===== src/mpm_pkg.sv =====
package mpm_pkg;

  // ****************************************************************
  // Register map (byte addresses on the APB side).
  // ****************************************************************
  localparam logic [15:0] ADDR_MGMT_DATA    = 16'ha018;
  localparam logic [15:0] ADDR_MGMT_CONTROL = 16'ha01c;
  localparam logic [15:0] ADDR_CAM_ENABLE   = 16'ha028;
  localparam logic [15:0] ADDR_MISSED_COUNT = 16'ha03c;
  localparam logic [15:0] ADDR_PAUSE_COUNT  = 16'ha040;
  localparam logic [15:0] ADDR_ALIGN_COUNT  = 16'ha048;
  localparam logic [15:0] ADDR_CRC_COUNT    = 16'ha04c;

  // ****************************************************************
  // Reset values and field layout.
  // ****************************************************************
  localparam logic [31:0] CTRL_RESET      = 32'h00008000;
  localparam int          CAM_MAX_ENTRIES = 21;
  localparam logic [15:0] MISSED_ROLL_LOW = 16'h7fff;

  // Management control word, bit 15 down to bit 0.
  typedef struct packed {
    logic [2:0] clk_div;
    logic       preamble_skip;
    logic       busy;
    logic       write;
    logic [4:0] phy_addr;
    logic [4:0] reg_addr;
  } mpm_ctrl_t;

  // ****************************************************************
  // Management clock and frame timing.
  // ****************************************************************
  localparam int         MDC_BASE_PERIOD = 16;
  localparam logic [3:0] MDC_HALF_BASE   = 4'(MDC_BASE_PERIOD / 2);
  localparam logic [5:0] FRAME_START_IDX = 6'h20;
  localparam logic [5:0] FRAME_LAST_IDX  = 6'h3f;
  localparam logic [5:0] TURNAROUND_IDX  = 6'h2e;
  localparam logic [5:0] READ_DATA_IDX   = 6'h30;
  localparam logic [1:0] FRAME_START     = 2'h1;
  localparam logic [1:0] OPCODE_WRITE    = 2'h1;
  localparam logic [1:0] OPCODE_READ     = 2'h2;
  localparam logic [1:0] TA_WRITE        = 2'h2;

  typedef enum logic [1:0] {
    MG_IDLE,
    MG_XFER
  } mpm_mgmt_state_t;

  // ****************************************************************
  // Carriers.
  // ****************************************************************
  typedef struct packed {
    logic drop_overflow;
    logic drop_parity;
    logic drop_disabled;
    logic end_of_packet;
    logic align_err;
    logic crc_err;
  } mpm_rx_event_t;

  typedef struct packed {
    logic mdc;
    logic mdio_out;
    logic mdio_oe;
  } mpm_mdio_pins_t;

  typedef struct packed {
    logic                       pready;
    logic                       pslverr;
    logic [31:0]                prdata;
    mpm_ctrl_t                  ctrl;
    logic [15:0]                mgmt_data;
    logic [CAM_MAX_ENTRIES-1:0] cam_en;
    logic [15:0]                missed;
    logic [15:0]                align_cnt;
    logic [15:0]                crc_cnt;
    logic [15:0]                pause_cnt;
    logic                       missed_flag;
    logic                       missed_irq;
    mpm_mgmt_state_t            mstate;
    logic [3:0]                 phase;
    logic [5:0]                 idx;
    logic [31:0]                shift;
    logic [15:0]                rdata;
    mpm_mdio_pins_t             pins;
    logic                       mdio_s1;
    logic                       mdio_s2;
  } mpm_state_t;

  localparam mpm_state_t STATE_RESET = '{
    ctrl:    mpm_ctrl_t'(CTRL_RESET[15:0]),
    mstate:  MG_IDLE,
    default: '0
  };

endpackage


===== src/mpm_top.sv =====
// Local design decision: the APB register port.
`timescale 1ns/100ps
// Operation
// - A 16-bit data register carries write data and returned read data.
// - Management register contents steer only PHY transactions, nothing in MAC.
// - Control bits 4:0 hold the PHY register index sent each frame.
// - Control bits 9:5 hold the target PHY address.
// - Control bit 10 selects write when one, read when zero.
// - Software sets busy bit 11 to start; hardware clears it when done.
// - Control bit 12 set omits the preamble; clear sends it.
// - Management clock period is twice bits 15:13 plus 16 cycles.
// - Control register resets to 0x00008000, divider field 100.
// - Each of 21 enable bits enables the CAM entry of that index.
// - Enable bits above the highest implemented CAM entry are ignored.
// - Reading the missed counter returns its value and subtracts that value from it.
// - Missed counter stepping 0x7FFF to 0x8000 sets the flag, and the interrupt when enabled.
// - Software may write the missed counter, e.g. preload 0x7F00.
// - Missed count steps on overflow, parity or disabled drops only.
// - Alignment count steps at packet end when status shows alignment error.
// - CRC count steps only for a CRC error status.
// - A read-only 16-bit received pause counter resets to zero.
// - The pause counter counts slots the transmitter was held paused.
module mpm_top #(
  parameter int CAM_ENTRIES = 21
) (
  // Clock and reset.
  input  wire logic                    core_clk,
  input  wire logic                    resetn,
  // APB slave.
  input  wire logic                    psel,
  input  wire logic                    penable,
  input  wire logic                    pwrite,
  input  wire logic [15:0]             paddr,
  input  wire logic [31:0]             pwdata,
  output logic                         pready,
  output logic                         pslverr,
  output logic [31:0]                  prdata,
  // Receive events from the MAC, same clock.
  input  wire mpm_pkg::mpm_rx_event_t  rx_event,
  input  wire logic                    pause_slot,
  input  wire logic                    missed_flag_clear,
  input  wire logic                    missed_irq_enable,
  // CAM and missed-count outputs.
  output logic [CAM_ENTRIES-1:0]       cam_entry_enable_mask,
  output logic                         missed_rollover_flag,
  output logic                         missed_irq,
  // Management link pins.
  input  wire logic                    mdio_in,
  output mpm_pkg::mpm_mdio_pins_t      mdio_pins
);
  import mpm_pkg::*;

  mpm_state_t s;
  mpm_state_t next_s;

  // ****************************************************************
  // Helpers.
  // ****************************************************************

  // Mask of the CAM enable bits that have an implemented entry.
  logic [CAM_MAX_ENTRIES-1:0] cam_impl;

  genvar gi;
  generate
    for (gi = 0; gi < CAM_MAX_ENTRIES; gi++) begin : g_cam
      assign cam_impl[gi] = (gi < CAM_ENTRIES);
    end
  endgenerate

  // Half period of the management clock for a divider setting.
  function automatic logic [3:0] mdc_half(input logic [2:0] div);
    mdc_half = MDC_HALF_BASE + {1'b0, div};
  endfunction

  // Decodes an address into the read value, or flags it as unmapped.
  function automatic logic [32:0] read_word(input logic [15:0] a,
                                            input mpm_state_t   st);
    read_word = {1'b0, 32'h0};
    case (a)
      ADDR_MGMT_DATA:    read_word = {17'h0, st.mgmt_data};
      ADDR_MGMT_CONTROL: read_word = {17'h0, st.ctrl};
      ADDR_CAM_ENABLE:   read_word = {12'h0, st.cam_en};
      ADDR_MISSED_COUNT: read_word = {17'h0, st.missed};
      ADDR_PAUSE_COUNT:  read_word = {17'h0, st.pause_cnt};
      ADDR_ALIGN_COUNT:  read_word = {17'h0, st.align_cnt};
      ADDR_CRC_COUNT:    read_word = {17'h0, st.crc_cnt};
      default:           read_word = {1'b1, 32'h0};
    endcase
  endfunction

  // Builds the 32 bits that follow the preamble.
  function automatic logic [31:0] frame_word(input mpm_ctrl_t   c,
                                             input logic [15:0] d);
    frame_word = {FRAME_START,
                  c.write ? OPCODE_WRITE : OPCODE_READ,
                  c.phy_addr,
                  c.reg_addr,
                  c.write ? TA_WRITE : 2'h0,
                  c.write ? d : 16'h0};
  endfunction

  // ****************************************************************
  // Next-state logic.
  // ****************************************************************

  logic        access;
  logic        wr_acc;
  logic        rd_acc;
  logic [32:0] rd_sel;
  logic        drop;
  logic        rise;
  logic        fall;
  logic [5:0]  nidx;
  logic [31:0] nshift;

  // Computes the whole next state from the current one.
  always_comb begin
    next_s = s;
    access = psel && penable && s.pready;
    wr_acc = access && pwrite;
    rd_acc = access && !pwrite;
    rd_sel = read_word(paddr, s);
    drop   = rx_event.drop_overflow || rx_event.drop_parity
             || rx_event.drop_disabled;
    rise   = 1'b0;
    fall   = 1'b0;
    nidx   = s.idx + 6'h1;
    nshift = s.shift;

    // Input synchroniser for the data pin.
    next_s.mdio_s1 = mdio_in;
    next_s.mdio_s2 = s.mdio_s1;

    // APB: answer registered in the setup cycle, one-cycle access.
    next_s.pready  = psel && !penable;
    next_s.pslverr = 1'b0;
    next_s.prdata  = 32'h0;
    if (psel && !penable) begin
      next_s.pslverr = rd_sel[32];
      next_s.prdata  = pwrite ? 32'h0 : rd_sel[31:0];
    end

    // Received pause counter, read-only.
    if (pause_slot) begin
      next_s.pause_cnt = s.pause_cnt + 16'h1;
    end

    // Alignment and CRC error counters at packet end.
    if (rx_event.end_of_packet && rx_event.align_err) begin
      next_s.align_cnt = s.align_cnt + 16'h1;
    end
    if (rx_event.end_of_packet && rx_event.crc_err) begin
      next_s.crc_cnt = s.crc_cnt + 16'h1;
    end

    // Missed counter: drops counted, CAM rejects never reach here.
    if (drop) begin
      next_s.missed = s.missed + 16'h1;
    end
    if (rd_acc && paddr == ADDR_MISSED_COUNT) begin
      // Removes only what was reported, so a drop during the read stays.
      next_s.missed = s.missed + {15'h0, drop} - s.prdata[15:0];
    end
    if (wr_acc && paddr == ADDR_MISSED_COUNT) begin
      next_s.missed = pwdata[15:0];
    end

    // Rollover flag and interrupt; a new rollover wins over the clear.
    if (missed_flag_clear) begin
      next_s.missed_flag = 1'b0;
    end
    if (drop && s.missed == MISSED_ROLL_LOW
        && !(wr_acc && paddr == ADDR_MISSED_COUNT)) begin
      next_s.missed_flag = 1'b1;
    end
    next_s.missed_irq = next_s.missed_flag && missed_irq_enable;

    // CAM enable mask, unimplemented bits held at zero.
    if (wr_acc && paddr == ADDR_CAM_ENABLE) begin
      next_s.cam_en = pwdata[CAM_MAX_ENTRIES-1:0] & cam_impl;
    end

    // Management registers; ignored while a transaction runs.
    if (wr_acc && paddr == ADDR_MGMT_DATA && !s.ctrl.busy) begin
      next_s.mgmt_data = pwdata[15:0];
    end
    if (wr_acc && paddr == ADDR_MGMT_CONTROL && !s.ctrl.busy) begin
      next_s.ctrl = mpm_ctrl_t'(pwdata[15:0]);
    end

    // Management clock phase counter, only while a frame runs.
    if (s.mstate == MG_XFER) begin
      if (s.phase == mdc_half(s.ctrl.clk_div) - 4'h1) begin
        next_s.phase    = 4'h0;
        next_s.pins.mdc = !s.pins.mdc;
        rise            = !s.pins.mdc;
        fall            = s.pins.mdc;
      end else begin
        next_s.phase = s.phase + 4'h1;
      end
    end

    // Management transaction sequencer.
    case (s.mstate)
      MG_IDLE: begin
        next_s.pins = '0;
        if (s.ctrl.busy) begin
          next_s.mstate       = MG_XFER;
          next_s.phase        = 4'h0;
          next_s.shift        = frame_word(s.ctrl, s.mgmt_data);
          next_s.idx          = s.ctrl.preamble_skip
                                ? FRAME_START_IDX : 6'h0;
          next_s.pins.mdio_oe = 1'b1;
          next_s.pins.mdio_out = s.ctrl.preamble_skip
                                 ? next_s.shift[31] : 1'b1;
        end
      end
      MG_XFER: begin
        // Sample returned data on the rising management clock edge.
        if (rise && !s.ctrl.write && s.idx >= READ_DATA_IDX) begin
          next_s.rdata = {s.rdata[14:0], s.mdio_s2};
        end
        if (fall) begin
          if (s.idx == FRAME_LAST_IDX) begin
            next_s.mstate       = MG_IDLE;
            next_s.pins.mdio_oe = 1'b0;
            next_s.pins.mdio_out = 1'b0;
            if (!s.ctrl.write) begin
              next_s.mgmt_data = s.rdata;
            end
            next_s.ctrl.busy = 1'b0;
          end else begin
            if (nidx > FRAME_START_IDX) begin
              nshift = {s.shift[30:0], 1'b0};
            end
            next_s.idx   = nidx;
            next_s.shift = nshift;
            next_s.pins.mdio_out = (nidx < FRAME_START_IDX)
                                   ? 1'b1 : nshift[31];
            // Release the pin for turnaround and data on reads.
            next_s.pins.mdio_oe = s.ctrl.write
                                  || nidx < TURNAROUND_IDX;
          end
        end
      end
      default: begin
        next_s.mstate = MG_IDLE;
      end
    endcase
  end

  // ****************************************************************
  // State register.
  // ****************************************************************

  // Registers the whole block state.
  always_ff @(posedge core_clk or negedge resetn) begin
    if (!resetn) begin
      s <= STATE_RESET;
    end else begin
      s <= next_s;
    end
  end

  // ****************************************************************
  // Outputs, all straight from the state register.
  // ****************************************************************

  // The management fields drive only the link pins, never the MAC.
  assign mdio_pins             = s.pins;
  assign pready                = s.pready;
  assign pslverr               = s.pslverr;
  assign prdata                = s.prdata;
  assign cam_entry_enable_mask = s.cam_en[CAM_ENTRIES-1:0];
  assign missed_rollover_flag  = s.missed_flag;
  assign missed_irq            = s.missed_irq;

endmodule


===== config.mk =====
export PLATFORM = sky130hd
export DESIGN_NAME = mpm_top
export DESIGN_NICKNAME = d
export VERILOG_FILES = /design/src/mpm_pkg.sv /design/src/mpm_top.sv
export SDC_FILE = /design/constraint.sdc
export NUM_CORES = 1
export LEC_CHECK = 0
export BUFFER_PORTS_ARGS = -buffer_cell sky130_fd_sc_hd__buf_4
export CORE_UTILIZATION = 30
export DETAILED_ROUTE_END_ITERATION = 8
export HOLD_SLACK_MARGIN = 0.12
export PLACE_DENSITY = 0.54
export SLEW_MARGIN = 20
export SYNTH_ARGS = -nofsm -noshare
export SYNTH_HDL_FRONTEND = slang
export SYNTH_SLANG_ARGS = --single-unit

===== constraint.sdc =====
create_clock -name core_clk -period 6.8 [get_ports core_clk]
set_input_delay 0.68 -clock core_clk [delete_from_list [all_inputs] [get_ports core_clk]]
set_output_delay 0.68 -clock core_clk [all_outputs]
set_load 0.02 [all_outputs]

==> reports/summary.txt <==
Via count: 8288
Lkg Pwr: 5.74 nW
CP max FO: 7
First-pass GRT wire length: 47000 um
Top Metal Used: met4
RSZ-0062 raised after global routing: no
Post-DRT Antenna Nets: 0
Post-CTS sizing: 0
Vias in the first global route: 8078
Pre-Repair DR Iteration Count: 7
Synth Instances: 1089
DRT met1 WL: 14500 um
Avg Cell Area, Syn: 10.2 um^2
Wire per inst: 18.6 um
WP data arrival: 3.86 ns
Clock buffer depth: 3
Routed wl met2: 13400 um
Fraction of layout cells with a size suffix above 1: 19.0%
Crit end category: register
Max-cap violation count: 0
Core ar.: 35900 um^2
# diodes: 0
Clk_skew: 0.00947 ns
Mapped Area: 11100 um^2
Width of the die: 194 um
Area delta synth->final: 14.8%
CTS sink count: 206
P per Cell Area: 285 nW/um^2
H-tree levels: 1
Die footprint: 37600 um^2
Post-synth EDFFs: 0
Critical setup path kind: input port to register
CTS Buf Count: 24
Die Span Y: 194 um
Synth area leader: dfrtp_1
Starting Density: 30.8%
Synth warn: 0
Total Power: 3.62 mW
Fin cells: 1611
Met3 routed WL: 1520 um
Antenna violations before repair: 1
Synth top area cells: dfrtp_1 (46%), mux2_2 (5.3%), ha_1 (4.3%)
Fin crit period: 3.45 ns
NumNets Final: 1235
Worst-margin pin slew: 1.07 ns
Placed cell count: 1567
Finish-stage setup viols: 0
Post-DP HPWL: 21900 um
Worst slew margin: 28.7%
Setup TNS: 0 ns
Iter 0 DRT Violations: 685
PortBufs: 100
DRT Wirelength: 30000 um
#FFs+latches synth: 206
Period utilization: 50.8%
Clock root cell: clkbuf_16
Max-slew violations: 0
Outcome: finished, final reports clean
Number of remaining DRC errors: 0
CTS clk-pin slew, worst paths: 0.06 ns
Leading register cell type out of synthesis: dfrtp_1
Post-CTS Setup Inserts: 0
Via density per instance: 5.14
Ys async rst share: 100%
I/O pin count: 123
Post-synth cell types: 72
Min-delay worst type: input port to register
Worst-Skew Late Latency: 0.52 ns
Routability cong.: 0.878
CP required: 7.21 ns
FMAX: 290 MHz
Setup ws final: 3.35 ns
GRT Util Overall: 15.8%
Yosys top cell area share: 46.4%
CTS tree: yes
Row cnt: 69
Fillers: 3647
Largest net degree at the start of global routing: 179
Max VDD drop: 0.165 mV
Sequential share of the synthesized area: 46.6%
Final hold violation count: 0
Crit start category: input port
Congestion Overflow GR: 0
Setup slack at placement: 2.81 ns
logic make-up (layout without fill, tap and decap cells):
logic type,Yosys count,count (layout),share of synthesized area (%)
AND/OR/NAND/NOR,325,325,14.8
AO/OA/AOI/OAI,240,240,14.2
flip-flops,206,206,46.6
buffers and inverters,131,182,6.83
XOR/XNOR,75,75,5.94
multiplexers,72,72,7.11
adder cells (fa/ha/maj),39,39,4.48
other,1,11,0.0339
per-layer routing:
metal	GRT usage [%]	vias up
li1	-	3938
met2	24.6	218
met5	0	-
met4	4.35	0
met3	2.16	42
met1	23.0	4090
cells in the mapped netlist (5+ instances only):
master,instances
a21o_1,5
a21oi_1,76
a222oi_1,16
a22oi_1,51
a31oi_1,18
and2_1,8
and3_1,23
buf_2,21
buf_4,61
clkbuf_1,17
dfrtp_1,205
ha_1,38
inv_1,31
mux2_2,52
mux2i_1,20
nand2_1,80
nand2b_1,5
nand3_1,25
nand4_1,24
nor2_1,101
nor2b_1,5
nor3_1,9
o21ai_0,33
or3_1,6
xnor2_1,44
xor2_1,31
flip-flops by register name, indices dropped and copies added, names as in the netlist:
signal,cells
s,156
cam_entry_enable_mask,21
prdata,21
mdio_pins,3
missed_irq,1
missed_rollover_flag,1
next_s,1
pready,1
pslverr,1
report_power, final:
group / leakage, nW / internal (mW) / switching (mW)
sequential: 2.57 / 1.31 / 0.136
clock: 0.417 / 0.836 / 0.522
combinational: 2.74 / 0.370 / 0.446
metrics by stage:
stage | instance area, um^2 | util [%] | hold WS, ns
2_1_floorplan | 11100 | - | 0.331
3_3_place_gp | 11900 | 33.0 | 0.334
3_5_place_dp | 11900 | 33.0 | 0.344
4_1_cts | 12700 | 35.3 | 0.256
5_1_grt | 12700 | 35.3 | 0.258
6_report | 12700 | 35.3 | 0.271
worst max-delay path: stages:
cell and delay [ns]:
buf_4 0.10, or3_1 0.51, inv_1 0.24, ha_1 0.16, inv_1 0.04, ha_1 0.20, fa_1 0.42, a21o_1 0.20
a21oi_1 0.23, o21bai_1 0.13, a41o_1 0.30, a311oi_1 0.34, mux2i_1 0.23, nor2_1 0.06
path summary, 6_finish.rpt:
kind | slack, ns | endpoint | from | cells after the start
worst min register to register | 0.36 | s[0]$_DFF_PN0_ | next_s[0]$_DFF_PN0_ | 0
min in group asynchronous | 0.62 | s[166]$_DFF_PN0_ | resetn | 2
worst max register to register | 3.48 | s[23]$_DFFE_PN0P_ | s[181]$_DFFE_PN0N_ | 11
worst max-delay path | 3.35 | s[129]$_DFFE_PN0P_ | rx_event[4] | 14
worst min-delay path | 0.27 | next_s[0]$_DFF_PN0_ | mdio_in | 1
max in group asynchronous | 4.88 | s[100]$_DFFE_PN0P_ | resetn | 3
final cells by class:
class	instances	area, um^2	share of cell area (%)
clock buffers	33	706	5.56
clock inverters	10	125	0.986
inverters	31	116	0.917
multi-input cells	762	5180	40.8
flip-flops and latches	206	5160	40.6
well taps	461	577	4.54
repair buffers	108	832	6.55
repair_timing:
| item | in CTS | in global routing |
|---|---|---|
| setup endpoints to repair | 0 | 0 |
| hold buffers | 1 | 0 |
| endpoints found under the hold margin | 28 | 0 |
cell usage in the layout (no fill, tap or decap), drive strengths merged, types with 23 or more instances in the layout:
master and count:
inv 31, dfrtp 205, nor2 106, mux2 52, nand3 26, nand2 83
xnor2 44, o21ai 36, a22oi 51, a21oi 76, nand4 26, ha 38
and3 23, clkbuf 34, xor2 31, buf 106
Power figures use the tool's default switching activity.
